## src/design/lwc_pkg.sv

```systemverilog
// constants, states and carriers of the low power wake controller
package lwc_pkg;
    // clock and slow oscillator timing
    localparam int CLK_PERIOD_NS  = 10;
    localparam int SLOW_PERIOD_NS = 16000;
    localparam int SLOW_DIV_CYC   = (SLOW_PERIOD_NS + CLK_PERIOD_NS - 1) / CLK_PERIOD_NS;
    localparam logic [11:0] WAKE_SLOW_CLKS = 12'h800;
    localparam logic [11:0] WAKE_FAST_CLKS = 12'h020;
    localparam logic [18:0] WDT_8K   = 19'h02000;
    localparam logic [18:0] WDT_16K  = 19'h04000;
    localparam logic [18:0] WDT_64K  = 19'h10000;
    localparam logic [18:0] WDT_256K = 19'h40000;
    // register byte addresses
    localparam logic [7:0] ADDR_CLKMD  = 8'h00;
    localparam logic [7:0] ADDR_MISC   = 8'h04;
    localparam logic [7:0] ADDR_DIE    = 8'h08;
    localparam logic [7:0] ADDR_PORT   = 8'h0C;
    localparam logic [7:0] ADDR_DIR    = 8'h10;
    localparam logic [7:0] ADDR_PULL   = 8'h14;
    localparam logic [7:0] ADDR_T16M   = 8'h18;
    localparam logic [7:0] ADDR_T16CNT = 8'h1C;
    localparam logic [7:0] ADDR_CMPC   = 8'h20;
    localparam logic [7:0] ADDR_CMPS   = 8'h24;
    localparam logic [7:0] ADDR_STAT   = 8'h28;
    // reset values and the input enable write mask
    localparam logic [7:0] CLKMD_RST = 8'hF6;
    localparam logic [7:0] MISC_RST  = 8'h00;
    localparam logic [7:0] DIE_RST   = 8'hF9;
    localparam logic [7:0] PORT_RST  = 8'h00;
    localparam logic [7:0] DIR_RST   = 8'h00;
    localparam logic [7:0] PULL_RST  = 8'h00;
    localparam logic [7:0] T16M_RST  = 8'h00;
    localparam logic [7:0] CMPC_RST  = 8'h00;
    localparam logic [7:0] CMPS_RST  = 8'h00;
    localparam logic [7:0] DIE_MASK  = 8'hF9;
    // field positions
    localparam int CLKMD_PIN_RST = 0;
    localparam int CLKMD_WDT_EN  = 1;
    localparam int CLKMD_SLOW_EN = 2;
    localparam int CLKMD_FAST_EN = 4;
    localparam int MISC_FAST_WAKE = 5;
    localparam int CMPC_EN    = 7;
    localparam int CMPC_RES   = 6;
    localparam int CMPS_WAKE  = 6;
    localparam int OD_PIN     = 5;
    localparam int IRQ_PIN    = 0;
    localparam int TCLK_PIN   = 4;
    // timer clock sources
    localparam logic [2:0] TSRC_SYS  = 3'h1;
    localparam logic [2:0] TSRC_PA4  = 3'h3;
    localparam logic [2:0] TSRC_FAST = 3'h4;
    localparam logic [2:0] TSRC_SLOW = 3'h6;
    localparam logic [2:0] TSRC_PA0  = 3'h7;

    typedef enum logic [1:0] {
        LWC_RUN   = 2'b00,
        LWC_LIGHT = 2'b01,
        LWC_WAKE  = 2'b11,
        LWC_DEEP  = 2'b10
    } lwc_state_t;

    typedef struct packed {
        logic [7:0] out;
        logic [7:0] oe;
        logic [7:0] pull;
    } lwc_pad_t;

    typedef struct packed {
        logic cpu_clk_en;
        logic fast_osc_en;
        logic slow_osc_en;
        logic otp_en;
        logic resume;
        logic cpu_restart;
        logic ram_keep;
    } lwc_pwr_t;
endpackage

```

## src/design/lwc_wake_ctrl.sv

```systemverilog
// power mode, wake and port pad control with avalon register access
//
// Overview of operation
// - light sleep gates only cpu clock and program memory
// - sleeping timer stops on cpu_system_clock or dead osc
// - pin toggle wakes only if enabled
// - non-cpu_system_clock timer reaching value wakes light sleep
// - comparator wake needs enable and wake bits
// - timer bit 8 event after 256 timer counts
// - deep sleep stops both oscillators at once
// - deep sleep retains memory and registers
// - only pin toggles leave deep sleep
// - pin wake continues program, not reset
// - program memory off in both sleeps
// - wake latency 2048 or 32 slow clocks
// - output low forces pull-up off
// - output-mode read returns data register
// - open-drain pin only pulls low or floats
// - pull-up follows pull bit otherwise
// - any reset restores defaults, restarts at zero
// - pin or watchdog reset keeps data memory
// - misc bit 5 selects fast wake
// - clock mode bit 1 enables watchdog
// - input enable bits gate pin wake
//
// Our own choices: the register offsets and the Avalon-MM slave port.
`timescale 1ns/100ps
`default_nettype none
module lwc_wake_ctrl (
    // clock and reset
    input  wire logic        mclk,
    input  wire logic        rst,
    // avalon slave
    input  wire logic [7:0]  avs_address,
    input  wire logic        avs_read,
    input  wire logic        avs_write,
    input  wire logic [31:0] avs_writedata,
    output logic      [31:0] avs_readdata,
    output logic             avs_waitrequest,
    // processor core
    input  wire logic        stop_light,
    input  wire logic        stop_deep,
    input  wire logic        wdt_clear,
    // pins and wake sources
    input  wire logic [7:0]  pad_in,
    input  wire logic        external_reset_pin_n,
    input  wire logic        pwm_tmr_evt,
    input  wire logic        pwm_tmr_on_cpu_system_clock,
    input  wire logic        cmp_result,
    // pad and power controls
    output lwc_pkg::lwc_pad_t pad,
    output lwc_pkg::lwc_pwr_t pwr
);
    logic [7:0]  clkmd, misc, die, port_data_reg, dir, pull, t16m, cmpc, cmps;
    logic [7:0]  next_clkmd, next_misc, next_die, next_port, next_dir, next_pull;
    logic [7:0]  next_t16m, next_cmpc, next_cmps;
    logic [15:0] t16_cnt, next_t16_cnt;
    logic [5:0]  t16_pre, next_t16_pre;
    logic [18:0] wdt_cnt, next_wdt_cnt;
    logic [10:0] slow_div, next_slow_div;
    logic [11:0] wake_cnt, next_wake_cnt;
    logic [7:0]  pad_prev;
    logic        cmp_prev;
    logic [1:0]  cause, next_cause;
    lwc_pkg::lwc_state_t state, next_state;
    lwc_pkg::lwc_pwr_t   next_pwr;
    lwc_pkg::lwc_pad_t   next_pad;
    logic [31:0] next_rdata;
    logic        next_wait;
    logic        wr_go, slow_run, slow_tick, soft_rst, wdt_to;
    logic        src_tick, t16_step, t16_evt, t16_wake, pin_tog, cmp_wake, light_wake;
    logic [5:0]  pre_mask;
    logic [18:0] wdt_limit;
    logic [7:0]  port_rd;

    // bus write completes at the edge that sees waitrequest low
    assign wr_go = avs_write & ~avs_waitrequest;

    // slow oscillator tick from a divider
    assign slow_run  = (clkmd[lwc_pkg::CLKMD_SLOW_EN] && state != lwc_pkg::LWC_DEEP)
                       || state == lwc_pkg::LWC_WAKE;
    assign slow_tick = slow_run && slow_div == 11'(lwc_pkg::SLOW_DIV_CYC - 1);

    always_comb begin
        case (misc[1:0])
            2'b00:   wdt_limit = lwc_pkg::WDT_8K;
            2'b01:   wdt_limit = lwc_pkg::WDT_16K;
            2'b10:   wdt_limit = lwc_pkg::WDT_64K;
            default: wdt_limit = lwc_pkg::WDT_256K;
        endcase
    end
    assign wdt_to = clkmd[lwc_pkg::CLKMD_WDT_EN] && slow_tick
                    && wdt_cnt == wdt_limit - 19'h00001;
    assign soft_rst = (clkmd[lwc_pkg::CLKMD_PIN_RST] && !external_reset_pin_n) || wdt_to;

    // timer source stops with cpu clock or osc
    always_comb begin
        case (t16m[7:5])
            lwc_pkg::TSRC_SYS:  src_tick = pwr.cpu_clk_en;
            lwc_pkg::TSRC_FAST: src_tick = pwr.fast_osc_en;
            lwc_pkg::TSRC_SLOW: src_tick = slow_tick;
            lwc_pkg::TSRC_PA4:  src_tick = pad_prev[lwc_pkg::TCLK_PIN]
                                           & ~pad_in[lwc_pkg::TCLK_PIN];
            lwc_pkg::TSRC_PA0:  src_tick = pad_prev[lwc_pkg::IRQ_PIN]
                                           & ~pad_in[lwc_pkg::IRQ_PIN];
            default:            src_tick = 1'b0;
        endcase
        case (t16m[4:3])
            2'b00:   pre_mask = 6'h00;
            2'b01:   pre_mask = 6'h03;
            2'b10:   pre_mask = 6'h0F;
            default: pre_mask = 6'h3F;
        endcase
    end
    assign t16_step = src_tick && (t16_pre & pre_mask) == pre_mask;
    // event when selected bit 8..15 changes
    assign next_t16_cnt = t16_step ? t16_cnt + 16'h0001 : t16_cnt;
    assign t16_evt = t16_step && (t16_cnt[4'(8 + t16m[2:0])]
                                  != next_t16_cnt[4'(8 + t16m[2:0])]);
    // timer wake needs a source other than cpu clock
    assign t16_wake = t16_evt && t16m[7:5] != lwc_pkg::TSRC_SYS;

    assign pin_tog = |((pad_in ^ pad_prev) & ~dir & die & lwc_pkg::DIE_MASK);
    assign cmp_wake = cmpc[lwc_pkg::CMPC_EN] && cmps[lwc_pkg::CMPS_WAKE]
                      && cmp_result != cmp_prev;
    assign light_wake = pin_tog || t16_wake || cmp_wake
                        || (pwm_tmr_evt && !pwm_tmr_on_cpu_system_clock);

    // register, timer and watchdog state
    always_comb begin
        next_clkmd    = clkmd;
        next_misc     = misc;
        next_die      = die;
        next_port     = port_data_reg;
        next_dir      = dir;
        next_pull     = pull;
        next_t16m     = t16m;
        next_cmpc     = cmpc;
        next_cmps     = cmps;
        next_cause    = cause;
        next_t16_pre  = src_tick ? t16_pre + 6'h01 : t16_pre;
        next_wdt_cnt  = (clkmd[lwc_pkg::CLKMD_WDT_EN] && slow_tick) ? wdt_cnt + 19'h00001
                                                                  : wdt_cnt;
        next_slow_div = slow_tick ? 11'h000 : (slow_run ? slow_div + 11'h001 : slow_div);
        if (wdt_clear) begin
            next_wdt_cnt = 19'h00000;
        end
        if (soft_rst) begin
            next_clkmd   = lwc_pkg::CLKMD_RST;
            next_misc    = lwc_pkg::MISC_RST;
            next_die     = lwc_pkg::DIE_RST;
            next_port    = lwc_pkg::PORT_RST;
            next_dir     = lwc_pkg::DIR_RST;
            next_pull    = lwc_pkg::PULL_RST;
            next_t16m    = lwc_pkg::T16M_RST;
            next_cmpc    = lwc_pkg::CMPC_RST;
            next_cmps    = lwc_pkg::CMPS_RST;
            next_t16_pre = 6'h00;
            next_wdt_cnt = 19'h00000;
            next_cause   = {wdt_to, ~wdt_to};
        end else if (wr_go) begin
            case (avs_address)
                lwc_pkg::ADDR_CLKMD: next_clkmd = avs_writedata[7:0];
                lwc_pkg::ADDR_MISC:  next_misc  = avs_writedata[7:0];
                lwc_pkg::ADDR_DIE:   next_die   = avs_writedata[7:0] & lwc_pkg::DIE_MASK;
                lwc_pkg::ADDR_PORT:  next_port  = avs_writedata[7:0];
                lwc_pkg::ADDR_DIR:   next_dir   = avs_writedata[7:0];
                lwc_pkg::ADDR_PULL:  next_pull  = avs_writedata[7:0];
                lwc_pkg::ADDR_T16M:  next_t16m  = avs_writedata[7:0];
                lwc_pkg::ADDR_CMPC:  next_cmpc  = avs_writedata[7:0];
                lwc_pkg::ADDR_CMPS:  next_cmps  = avs_writedata[7:0];
                default:             next_cmps  = cmps;
            endcase
        end
    end

    always_ff @(posedge mclk) begin
        if (rst) begin
            clkmd         <= lwc_pkg::CLKMD_RST;
            misc          <= lwc_pkg::MISC_RST;
            die           <= lwc_pkg::DIE_RST;
            port_data_reg <= lwc_pkg::PORT_RST;
            dir           <= lwc_pkg::DIR_RST;
            pull          <= lwc_pkg::PULL_RST;
            t16m          <= lwc_pkg::T16M_RST;
            cmpc          <= lwc_pkg::CMPC_RST;
            cmps          <= lwc_pkg::CMPS_RST;
            t16_pre       <= 6'h00;
            t16_cnt       <= 16'h0000;
            wdt_cnt       <= 19'h00000;
            slow_div      <= 11'h000;
            cause         <= 2'b00;
            // edge detectors start at the pin level
            pad_prev      <= pad_in;
            cmp_prev      <= cmp_result;
        end else begin
            clkmd         <= next_clkmd;
            misc          <= next_misc;
            die           <= next_die;
            port_data_reg <= next_port;
            dir           <= next_dir;
            pull          <= next_pull;
            t16m          <= next_t16m;
            cmpc          <= next_cmpc;
            cmps          <= next_cmps;
            t16_pre       <= next_t16_pre;
            wdt_cnt       <= next_wdt_cnt;
            slow_div      <= next_slow_div;
            cause         <= next_cause;
            pad_prev      <= pad_in;
            cmp_prev      <= cmp_result;
            if (soft_rst) begin
                t16_cnt <= 16'h0000;
            end else if (wr_go && avs_address == lwc_pkg::ADDR_T16CNT) begin
                t16_cnt <= avs_writedata[15:0];
            end else begin
                t16_cnt <= next_t16_cnt;
            end
        end
    end

    // power mode sequencing
    always_comb begin
        next_state    = state;
        next_wake_cnt = wake_cnt;
        next_pwr      = pwr;
        next_pwr.resume      = 1'b0;
        next_pwr.cpu_restart = 1'b0;
        case (state)
            lwc_pkg::LWC_RUN: begin
                if (stop_deep) begin
                    next_state = lwc_pkg::LWC_DEEP;
                end else if (stop_light) begin
                    next_state = lwc_pkg::LWC_LIGHT;
                end
            end
            lwc_pkg::LWC_LIGHT: begin
                if (light_wake) begin
                    next_state    = lwc_pkg::LWC_WAKE;
                    next_wake_cnt = 12'h000;
                end
            end
            lwc_pkg::LWC_DEEP: begin
                // pin toggle is the only way out
                if (pin_tog) begin
                    next_state    = lwc_pkg::LWC_WAKE;
                    next_wake_cnt = 12'h000;
                end
            end
            lwc_pkg::LWC_WAKE: begin
                if (slow_tick) begin
                    next_wake_cnt = wake_cnt + 12'h001;
                    if (next_wake_cnt == (misc[lwc_pkg::MISC_FAST_WAKE]
                            ? lwc_pkg::WAKE_FAST_CLKS : lwc_pkg::WAKE_SLOW_CLKS)) begin
                        next_state      = lwc_pkg::LWC_RUN;
                        next_pwr.resume = 1'b1;
                    end
                end
            end
            default: next_state = lwc_pkg::LWC_RUN;
        endcase
        if (soft_rst) begin
            next_state           = lwc_pkg::LWC_RUN;
            next_pwr.cpu_restart = 1'b1;
            // memory kept on pin or watchdog reset
            next_pwr.ram_keep    = 1'b1;
        end
        next_pwr.cpu_clk_en  = next_state == lwc_pkg::LWC_RUN;
        next_pwr.otp_en      = next_state == lwc_pkg::LWC_RUN;
        // wake does not restart the program
        next_pwr.fast_osc_en = next_clkmd[lwc_pkg::CLKMD_FAST_EN]
                               && next_state != lwc_pkg::LWC_DEEP;
        next_pwr.slow_osc_en = (next_clkmd[lwc_pkg::CLKMD_SLOW_EN]
                                && next_state != lwc_pkg::LWC_DEEP)
                               || next_state == lwc_pkg::LWC_WAKE;
    end

    always_ff @(posedge mclk) begin
        if (rst) begin
            state    <= lwc_pkg::LWC_RUN;
            wake_cnt <= 12'h000;
            pwr      <= '{cpu_clk_en: 1'b1, fast_osc_en: 1'b1, slow_osc_en: 1'b1,
                          otp_en: 1'b1, resume: 1'b0, cpu_restart: 1'b1, ram_keep: 1'b0};
        end else begin
            state    <= next_state;
            wake_cnt <= next_wake_cnt;
            pwr      <= next_pwr;
        end
    end

    // pad drivers, one per pin
    for (genvar i = 0; i < 8; i++) begin : g_pad
        if (i == lwc_pkg::OD_PIN) begin : g_od
            assign next_pad.out[i] = 1'b0;
            assign next_pad.oe[i]  = next_dir[i] & ~next_port[i];
        end else begin : g_pp
            assign next_pad.out[i] = next_port[i];
            assign next_pad.oe[i]  = next_dir[i];
        end
        assign next_pad.pull[i] = next_pull[i] & ~(next_dir[i] & ~next_port[i]);
        assign port_rd[i] = dir[i] ? port_data_reg[i] : pad_in[i];
    end

    always_ff @(posedge mclk) begin
        if (rst) begin
            pad <= '{out: 8'h00, oe: 8'h00, pull: 8'h00};
        end else begin
            pad <= next_pad;
        end
    end

    // avalon slave: one wait cycle, then the answer edge
    always_comb begin
        next_wait  = 1'b1;
        next_rdata = avs_readdata;
        if ((avs_read || avs_write) && avs_waitrequest) begin
            next_wait  = 1'b0;
            next_rdata = 32'h00000000;
            case (avs_address)
                lwc_pkg::ADDR_CLKMD:  next_rdata[7:0]  = clkmd;
                lwc_pkg::ADDR_MISC:   next_rdata[7:0]  = misc;
                lwc_pkg::ADDR_DIE:    next_rdata[7:0]  = die;
                lwc_pkg::ADDR_PORT:   next_rdata[7:0]  = port_rd;
                lwc_pkg::ADDR_DIR:    next_rdata[7:0]  = dir;
                lwc_pkg::ADDR_PULL:   next_rdata[7:0]  = pull;
                lwc_pkg::ADDR_T16M:   next_rdata[7:0]  = t16m;
                lwc_pkg::ADDR_T16CNT: next_rdata[15:0] = t16_cnt;
                lwc_pkg::ADDR_CMPC: begin
                    next_rdata[7:0] = cmpc;
                    next_rdata[lwc_pkg::CMPC_RES] = cmp_result;
                end
                lwc_pkg::ADDR_CMPS:   next_rdata[7:0]  = cmps;
                lwc_pkg::ADDR_STAT:   next_rdata[4:0]  = {pwr.ram_keep, cause, state};
                default:              next_rdata       = 32'h00000000;
            endcase
        end
    end

    always_ff @(posedge mclk) begin
        if (rst) begin
            avs_waitrequest <= 1'b1;
            avs_readdata    <= 32'h00000000;
        end else begin
            avs_waitrequest <= next_wait;
            avs_readdata    <= next_rdata;
        end
    end
endmodule
`default_nettype wire

```

## config.mk

```make
export PLATFORM = sky130hd
export DESIGN_NAME = lwc_wake_ctrl
export DESIGN_NICKNAME = d
export VERILOG_FILES = /design/src/design/lwc_pkg.sv /design/src/design/lwc_wake_ctrl.sv
export SDC_FILE = /design/constraint.sdc
export NUM_CORES = 1
export LEC_CHECK = 0
export BUFFER_PORTS_ARGS = -buffer_cell sky130_fd_sc_hd__clkbuf_2
export CAP_MARGIN = 20
export CORE_MARGIN = 5
export CORE_UTILIZATION = 35
export DETAILED_ROUTE_END_ITERATION = 8
export REMOVE_ABC_BUFFERS = 1
export SETUP_SLACK_MARGIN = 0.05
export SLEW_MARGIN = 20
export SYNTH_ARGS = -nofsm -noshare
export SYNTH_HDL_FRONTEND = slang
export SYNTH_SLANG_ARGS = --single-unit
```

## constraint.sdc

```tcl
create_clock -name mclk -period 3.9 [get_ports mclk]
set_input_delay 0.39 -clock mclk [delete_from_list [all_inputs] [get_ports mclk]]
set_output_delay 0.39 -clock mclk [all_outputs]
set_load 0.02 [all_outputs]
```

==> impl_results.md, run 1 <==
- Final WL: 23500 um
- Worst-case reg-to-reg path depth: 12
- WL/cell: 16.7 um
- CP Capture Point: wake_cnt[1]
- CP max FO: 14
- Via Count: ~7400
- Avg Cell Area, Syn: between 8 and 9 um^2
- Worst-path clk slew: roughly 70 ps
- Core ar.: 24200 um^2
- GRT Residual Overflow: 0
- Clk buf depth: 2
- First-pass GRT wire length: 38300 um
- Layout cells sized above 1: 0.162
- Port buffer count: 89
- Worst slew margin relative to its limit: 0.335
- Crit path launch type: register
- Worst reg2reg endpoint: wake_cnt[1]
- Required time worst endpoint: 4200 ps
- Gr usage total: 0.168
- Worst hold path class: input port to register
- Initial antenna violation count: 0
- Final std cells w/o fill: 1406
- Pwr dens: 384 nW/um^2
- Die H: about 170 um
- Worst Max-Slew Pin Slew: 993 ps
- DRT Pass-1 Iters: 5
- CP arrival: between 3000 and 4000 ps
- Crit. End Element: register
- CTS HTree Levels: 4
- CTS Root Cell: clkbuf_16
- Placement Cell Area: 9200 um^2
- Yosys reg bits: 176
- CP Class: register to register
- Row count: 57
- Largest Register: wdt_cnt
- Vias in the first global route: 7063
- Final period utilization: 0.909
- Post-CTS Resized: 0
- MaxCap Viol Count: 0
- Max-slew violation count: 0
- Final Core Density: 0.403
- Area Growth Syn to Fin: 14.0%
- Die area: approximately 28000 um^2
- Clk Latency, worst-skew pair: 430 ps
- Setup Skew: between 8 and 9 ps
- CTS buffer count: 17
- Synth cell types: 69
- Final net count: 1136
- Inserted Diodes: 0
- Max reg flops: 19
- Fin. Hold Viols: 0
- Cell area after layout: 9780 um^2
- Clk sink count: approximately 180
- Status: complete, no violations
- Ys async rst share: 0
- Iter 0 DRT Violations: 517
- Final min period: 3540 ps
- Largest regs: wdt_cnt x19, avs_readdata x16, t16_cnt x16
- Setup TNS Final: 0 ps
- Synthesized area: 8580 um^2
- Placed Cells: 1375
- Via-to-Cell Ratio: around 5.3
- Antenna violation net count after detailed routing: 0
- TritonCTS clock tree: done
- Reg-to-reg slack, setup: 360 ps
- I/O Pins: 123
- Leak pwr: roughly 3.7 nW
- # DRC: 0
- Unrepaired setup endpoints after global routing: no
- VDD IR max: approximately 230 uV
- Die width: 167 um
- Post CTS Setup Buffer Count: 0
- Final setup fails: 0
- CP Launch Point: slow_div[0]
- Ys Warns: 0
- Largest net degree at the start of global routing: 40
- HPWL Detailed: 17000 um
- Layout fillers: 2520
- CTS Hold Bufs: 0
- Post-synth EDFFs: 0
- Starting Density: 0.354
- Main synth FF type: dfxtp_1
- Fmax: 282 MHz
- Synth Instances: about 1000
- Beginning of the worst register-to-register path: slow_div[0]
- Final Wtd Congestion: between 0.8 and 0.9
- Register area share after synthesis: 0.410
==> Yosys cell counts (11+ instances only) <==
master	count	area share
mux2_2	11	0.014
buf_4	33	0.029
mux2i_1	24	0.028
nand2_1	126	0.055
nor3_1	17	0.0099
dfxtp_1	176	0.41
clkbuf_1	36	0.016
xnor2_1	20	0.020
and2_1	16	0.012
and3_1	18	0.013
xor2_1	30	0.031
a31oi_1	13	0.0095
o21ai_0	12	0.0070
nand3_1	82	0.048
a22oi_1	21	0.018
a211oi_1	16	0.014
inv_1	14	0.0061
nor2_1	122	0.053
buf_1	13	0.0057
a21oi_1	59	0.034
nand4_1	18	0.013
==> power by group <==
part	total, mW	leakage (nW)	switching [mW]	internal [mW]
registers	1.82	1.42	0.0105	1.81
logic	0.214	2.01	0.149	0.0648
clock network	1.72	0.285	0.732	0.985
total	3.75	3.72	0.892	2.86
==> placed cells by master (no fill, tap or decap), drive strengths merged, types with 3 or more instances in the layout <==
master / n
a311oi: 13
nand3: 82
a31oi: 13
or4: 4
and2: 18
a211oi: 16
nor3: 17
nor2: 122
nand4: 18
a22oi: 21
nor4: 3
or3: 3
conb: 17
a21oi: 59
ha: 7
nand2b: 7
and4: 8
xor2: 30
nor3b: 5
nand2: 126
a41oi: 4
nand3b: 7
a2111oi: 5
dfxtp: 176
inv: 20
mux2: 13
a221oi: 11
buf: 22
clkbuf: 110
mux2i: 24
xnor2: 20
o21ai: 14
a21o: 4
and3: 18
nand4bb: 3
a22o: 10
nor2b: 3
==> worst max-delay path: stages (launching register included) <==
cell     delay (ps)
dfxtp_1         360
ha_1            200
nand2_1         110
nor4b_4         460
a41oi_4         290
or3_1           420
and3_1          190
nor4_2          300
mux2_1          380
a41oi_1         330
buf_12          190
a21bo_2         130
a21oi_1          50
==> final cells by class <==
cell class | count | area, um^2 | area share
sequential | 176 | 3520 | 0.360
inverter | 15 | 56.3 | 0.00576
timing repair buffer | 111 | 648 | 0.0663
clock buffer | 21 | 460 | 0.0471
tap | 324 | 405 | 0.0414
multi-input combinational | 749 | 4560 | 0.466
clock inverter | 10 | 125 | 0.0128
==> how the worst min path moves through the flow <==
stage                     from         endpoint  cells after the start
6_report             pad_in[7]      pad_prev[7]                      1
5_1_grt              pad_in[7]      pad_prev[7]                      1
4_1_cts              pad_in[7]      pad_prev[7]                      1
3_5_place_dp           cmps[0]          cmps[0]                      2
3_3_place_gp   avs_readdata[9]  avs_readdata[9]                      2
2_1_floorplan       cmp_result         cmp_prev                      0
==> per-stage QoR <==
stage	hold WS, ps	worst slack [ps]	total power, mW
global placement	439	364	2.08
floorplan	418	82.2	1.96
detailed placement	446	341	2.08
CTS	84.4	318	3.79
finish	98.5	355	3.75
global route	93.7	112	3.89
==> routing by layer <==
| metal | part of all wire | vias up | GRT usage |
|---|---|---|---|
| met5 | 0 | - | 0 |
| met4 | 0.015 | 0 | 0.0441 |
| met3 | 0.063 | 22 | 0.0348 |
| met2 | 0.45 | 200 | 0.260 |
| met1 | 0.48 | 3500 | 0.238 |
| li1 | - | 3666 | - |
==> cells by family after synthesis <==
group | share of synthesized area
flip-flops | 0.410
adder cells (fa/ha/maj) | 0.0102
buffers and inverters | 0.0657
AND/OR/NAND/NOR | 0.253
other | 0.000437
AO/OA/AOI/OAI | 0.159
XOR/XNOR | 0.0510
multiplexers | 0.0507
No activity file was read; power rests on OpenSTA's default activity.
==> run 2, diff against run 1 <==
- ABC_CLOCK_PERIOD_IN_PS: not set -> 3900
- RECOVER_POWER: not set -> 100
==> impl_results.md, run 2 (same netlist as run 1, synthesis figures left out) <==
- Status: complete, no violations
- Die area: 27800 um^2 (unchanged)
- Final min period: 3510 ps (-30.2 ps)
- Final setup margin: 386 ps (+30.2 ps)
- Slowest cell on the critical path: nor4b_4
- Inserted Diodes: 0 (unchanged)
- Pre-CTS WS: 341 ps (unchanged)
- Setup Skew: 11.6 ps (+2.92 ps)
- Post CTS Setup Buffer Count: 0 (unchanged)
- Worst path top cell family by delay: simple AND/OR/NAND/NOR gates
- Reg-to-reg slack, setup: 390 ps (+30 ps)
- CTS Root Cell: clkbuf_16
- Area Growth Syn to Fin: 12.3%
- GRT Residual Overflow: 0 (unchanged)
- Unrepaired setup endpoints after global routing: no
- Die H: 167 um (unchanged)
- Clk sink count: 176 (unchanged)
- Final period utilization: 0.901 (-0.00774)
- Final Wtd Congestion: 0.871 (unchanged)
- Antenna violation net count after detailed routing: 0 (unchanged)
- Worst-case reg-to-reg path depth: 12 (unchanged)
- Worst reg2reg endpoint: wake_cnt[1]
- Via-to-Cell Ratio: 5.28 (+0.41%)
- Worst Hold Path Cells: 1 (unchanged)
- Crit. End Element: register
- Hold Path End: pad_prev[7]
- Vias in the first global route: 7063 (unchanged)
- Required time worst endpoint: 4200 ps (about the same)
- CP Class: register to register
- Row count: 57 (unchanged)
- Layout fillers: 2549 (+1.2%)
- CTS Hold Bufs: 0 (unchanged)
- Crit path launch type: register
- Most frequent cells in the layout: 176 x dfxtp_1, 126 x nand2_1, 122 x nor2_1
- Worst hold path class: input port to register
- Initial antenna violation count: 0 (unchanged)
- CP arrival: 3820 ps (-20 ps)
- Setup TNS Final: 0 ps (unchanged)
- Pwr dens: 389 nW/um^2 (+1.4%)
- WL/cell: 16.8 um (+0.20%)
- Layout cells sized above 1: 0.0989 (-0.0628)
- Iter 0 DRT Violations: 515 (-0.39%)
- Clk Latency, worst-skew pair: 430 ps (about the same)
- HPWL Detailed: 17000 um (unchanged)
- Max-slew violation count: 0 (unchanged)
- CP max FO: 14 (unchanged)
- Final setup fails: 0 (unchanged)
- CTS buffer count: 17 (unchanged)
- Starting Density: 0.354 (unchanged)
- Final std cells w/o fill: 1406 (unchanged)
- # DRC: 0 (unchanged)
- Die width: 167 um (unchanged)
- Cell Chain, Critical Path: ha_1 -> nand2_1 -> nor4b_4 -> a41oi_4 -> or3_1 -> and3_1 -> nor4_2 -> mux2_1 -> a41oi_1 -> buf_12 -> a21bo_2 -> a21oi_1
- Worst slew margin relative to its limit: 0.340 (+0.00483)
- Worst-path clk slew: 70 ps (about the same)
- Leak pwr: 3.51 nW (-5.7%)
- Largest net degree at the start of global routing: 40 (unchanged)
- HP Start: pad_in[7]
- CTS HTree Levels: 4 (unchanged)
- Largest regs: wdt_cnt x19, avs_readdata x16, t16_cnt x16
- TritonCTS clock tree: done
- Gr usage total: 0.168 (unchanged)
- CP bufs+invs: 1 (unchanged)
- I/O Pins: 123 (unchanged)
- Worst Max-Slew Pin Slew: 987 ps (-5.97 ps)
- Placed Cells: 1375 (unchanged)
- Final WL: 23600 um (+0.20%)
- Port buffer count: 89 (unchanged)
- MaxCap Viol Count: 0 (unchanged)
- First-pass GRT wire length: 38300 um (unchanged)
- Fin. Hold Viols: 0 (unchanged)
- Core ar.: 24200 um^2 (unchanged)
- Max reg flops: 19 (unchanged)
- Beginning of the worst register-to-register path: slow_div[0]
- Largest Register: wdt_cnt
- Minimum hold slack: 116 ps (+17.3 ps)
- Clk buf depth: 2 (unchanged)
- Final Core Density: 0.398 (-0.00573)
- VDD IR max: 228 uV (about the same)
- Post-CTS Resized: 0 (unchanged)
- Max stage delay on crit path: 450 ps (about the same)
- Final net count: 1136 (unchanged)
- Most common cell after layout, fill and taps aside: dfxtp_1
- Via Count: 7418 (+0.41%)
- Fmax: 285 MHz (+0.86%)
- DRT Pass-1 Iters: 5 (unchanged)
==> run 2: cell type report <==
class	count	area, um^2	area share
clock buffers	21	460	0.0477
clock inverters	10	125	0.0130
inverters	15	56.3	0.00584
multi-input cells	749	4500	0.467
flip-flops and latches	176	3520	0.365
well taps	324	405	0.0420
repair buffers	111	569	0.0590
==> run 2: worst max-delay path by stage <==
stage	startpoint	to	slack, ps	depth (start not counted)
global placement	slow_div[0]	wake_cnt[1]	360	12
finish	slow_div[0]	wake_cnt[1]	390	12
floorplan	slow_div[0]	wake_cnt[1]	80	11
CTS	slow_div[0]	wake_cnt[1]	320	12
detailed placement	slow_div[0]	wake_cnt[1]	340	12
global route	slow_div[0]	wdt_cnt[10]	80	10
==> run 2: metal layers <==
| metal | up-vias | GRT usage | wire [um] |
|---|---|---|---|
| met5 | - | 0 | 0 |
| met4 | 0 | 0.0441 | 409 |
| met3 | 24 | 0.0348 | 1510 |
| met2 | 231 | 0.260 | 10500 |
| met1 | 3499 | 0.238 | 11200 |
| li1 | 3664 | - | - |
==> run 2: where the power goes <==
part / switching (mW) / total [mW] / internal [mW] / leakage (nW)
clock network: 0.740 / 1.73 / 0.985 / 0.285
registers: 0.0103 / 1.82 / 1.81 / 1.42
logic: 0.146 / 0.207 / 0.0609 / 1.80
==> run 2: through the flow <==
step	instance area, um^2	total power [mW]
after floorplan	8140	1.96
after global placement	9200	2.08
final	9640	3.75
after detailed placement	9200	2.08
after CTS	9780	3.79
after global routing	9640	3.88
==> run 2: worst register-to-register path, stage by stage, from the launching register on <==
cell,delay [ps]
dfxtp_1,360
ha_1,200
nand2_1,110
nor4b_4,460
a41oi_4,290
or3_1,420
and3_1,190
nor4_2,300
mux2_1,380
a41oi_1,330
buf_12,170
a21bo_2,130
a21oi_1,50
==> run 3, diff against run 2 <==
- CORE_UTILIZATION: 35 -> 45
- PLACE_DENSITY: not set -> 0.65
==> impl_results.md, run 3 (same netlist as run 1, synthesis figures left out) <==
- Hold Path End: pad_prev[7]
- Worst-path clk slew: 70 ps (about the same)
- Unrepaired setup endpoints after global routing: no
- # DRC: 0 (unchanged)
- Final period utilization: 0.919 (+0.0183)
- Final setup fails: 0 (unchanged)
- Cell area after layout: 9470 um^2 (-1.8%)
- Crit path launch type: register
- Slowest cell on the critical path: dfxtp_1
- Leak pwr: 3.47 nW (-1.0%)
- CP bufs+invs: 1 (unchanged)
- Worst slew margin relative to its limit: 0.341 (+0.000777)
- HP Start: pad_in[7]
- Multi-input logic area: 4510 um^2 (+0.22%)
- Setup TNS Final: 0 ps (unchanged)
- Final Wtd Congestion: 0.879 (+0.88%)
- Status: complete, no violations
- Fin. Hold Viols: 0 (unchanged)
- Layout fillers: 1856 (-27%)
- First-pass GRT wire length: 36400 um (-4.8%)
- TritonCTS clock tree: done
- HPWL Detailed: 16200 um (-4.3%)
- GRT Residual Overflow: 0 (unchanged)
- Worst path top cell family by delay: compound AO/OA/AOI/OAI gates
- CP arrival: 3860 ps (+40 ps)
- Setup Skew: 9.77 ps (-1.80 ps)
- Iter 0 DRT Violations: 498 (-3.3%)
- Clk sink count: 176 (unchanged)
- Post CTS Setup Buffer Count: 0 (unchanged)
- Largest net degree at the start of global routing: 42 (+5.0%)
- DRT Pass-1 Iters: 5 (unchanged)
- Antenna violation net count after detailed routing: 0 (unchanged)
- Area Growth Syn to Fin: 10.3%
- Via Count: 7479 (+0.82%)
- Sequential Area: 3520 um^2 (unchanged)
- Worst Max-Slew Pin Slew: 986 ps (-1.16 ps)
- Most frequent cells in the layout: 176 x dfxtp_1, 126 x nand2_1, 122 x nor2_1
- Final setup margin: 314 ps (-71.4 ps)
- Fmax: 279 MHz (-2.0%)
- Inserted Diodes: 0 (unchanged)
- Cell Chain, Critical Path: mux2_4 -> nor4b_4 -> a41o_1 -> nand4_1 -> a221o_1 -> nor4_2 -> mux2_1 -> a41oi_1 -> buf_4 -> a21bo_2 -> a21oi_1
- Post-CTS Resized: 0 (unchanged)
- Clk buf depth: 2 (unchanged)
- Final WL: 22900 um (-3.0%)
- Initial antenna violation count: 0 (unchanged)
- Gr usage total: 0.208 (+0.0405)
- Worst reg2reg endpoint: wake_cnt[1]
- MaxCap Viol Count: 0 (unchanged)
- Die width: 148 um (-11%)
- CTS HTree Levels: 4 (unchanged)
- Required time worst endpoint: 4170 ps (-30 ps)
- Max-slew violation count: 0 (unchanged)
- VDD IR max: 288 uV (+26%)
- Core ar.: 18800 um^2 (-23%)
- Largest regs: wdt_cnt x19, avs_readdata x16, t16_cnt x16
- Placement Cell Area: 9060 um^2 (-1.5%)
- Starting Density: 0.457 (+0.103)
- Worst Hold Path Cells: 1 (unchanged)
- Most common cell after layout, fill and taps aside: dfxtp_1
- Max stage delay on crit path: 490 ps (+40 ps)
- Total chip power: 3.66 mW (-2.4%)
- CTS Hold Bufs: 0 (unchanged)
- Layout cells sized above 1: 0.0981 (-0.000834)
- I/O Pins: 123 (unchanged)
- Worst-case reg-to-reg path depth: 11 (-1)
- Final Core Density: 0.504 (+0.107)
- CP Class: register to register
- CP max FO: 11 (-3)
- Largest Register: wdt_cnt
- Row count: 50 (-12%)
- Port buffer count: 89 (unchanged)
- CTS buffer count: 17 (unchanged)
- Vias in the first global route: 6909 (-2.2%)
- Crit. End Element: register
- Clk Latency, worst-skew pair: 430 ps (about the same)
- Final net count: 1134 (-0.18%)
- Reg-to-reg slack, setup: 310 ps (-70 ps)
- Pre-CTS WS: 319 ps (-22.0 ps)
- Worst hold path class: input port to register
- Max reg flops: 19 (unchanged)
- CTS Root Cell: clkbuf_16
- Pwr dens: 387 nW/um^2 (-0.61%)
- Die H: 148 um (-11%)
- Final min period: 3590 ps (+71.4 ps)
- Die area: 21900 um^2 (-21%)
- WL/cell: 17.4 um (+3.7%)
- Beginning of the worst register-to-register path: state[1]
- Via-to-Cell Ratio: 5.69 (+7.8%)
==> run 3: power breakdown <==
part | leakage [nW] | switching (mW) | internal, mW
sequential | 1.42 | 0.0132 | 1.81
combinational | 1.78 | 0.140 | 0.0551
clock | 0.269 | 0.754 | 0.889
total | 3.47 | 0.908 | 2.76
==> run 3: final cells by class <==
type | count | share of cell area
well taps | 234 | 0.0309
clock inverters | 14 | 0.0139
repair buffers | 109 | 0.0551
multi-input cells | 749 | 0.477
inverters | 15 | 0.00595
clock buffers | 18 | 0.0453
flip-flops and latches | 176 | 0.372
==> run 3: how the worst max path moves through the flow <==
stage / slack, ps / cells past startpoint / from / endpoint
after floorplan: 80 / 11 / slow_div[0] / wake_cnt[1]
after global placement: 390 / 12 / slow_div[0] / wake_cnt[1]
after detailed placement: 320 / 12 / slow_div[0] / wake_cnt[1]
after CTS: 280 / 12 / slow_div[0] / wake_cnt[1]
after global routing: 110 / 12 / slow_div[0] / wake_cnt[1]
final: 310 / 11 / state[1] / wake_cnt[1]
==> run 3: stage by stage <==
| stage | cells | hold slack (ps) |
|---|---|---|
| after CTS | 1315 | 82.8 |
| after detailed placement | 1283 | 446 |
| after global routing | 1315 | 110 |
| after floorplan | 940 | 418 |
| after global placement | 1283 | 439 |
| final | 1315 | 119 |
==> run 3: per-layer routing <==
metal | GRT usage | up-vias | share of wire
met5 | 0 | - | 0
li1 | - | 3666 | -
met1 | 0.291 | 3550 | 0.47
met3 | 0.0466 | 27 | 0.063
met2 | 0.315 | 236 | 0.44
met4 | 0.0790 | 0 | 0.020
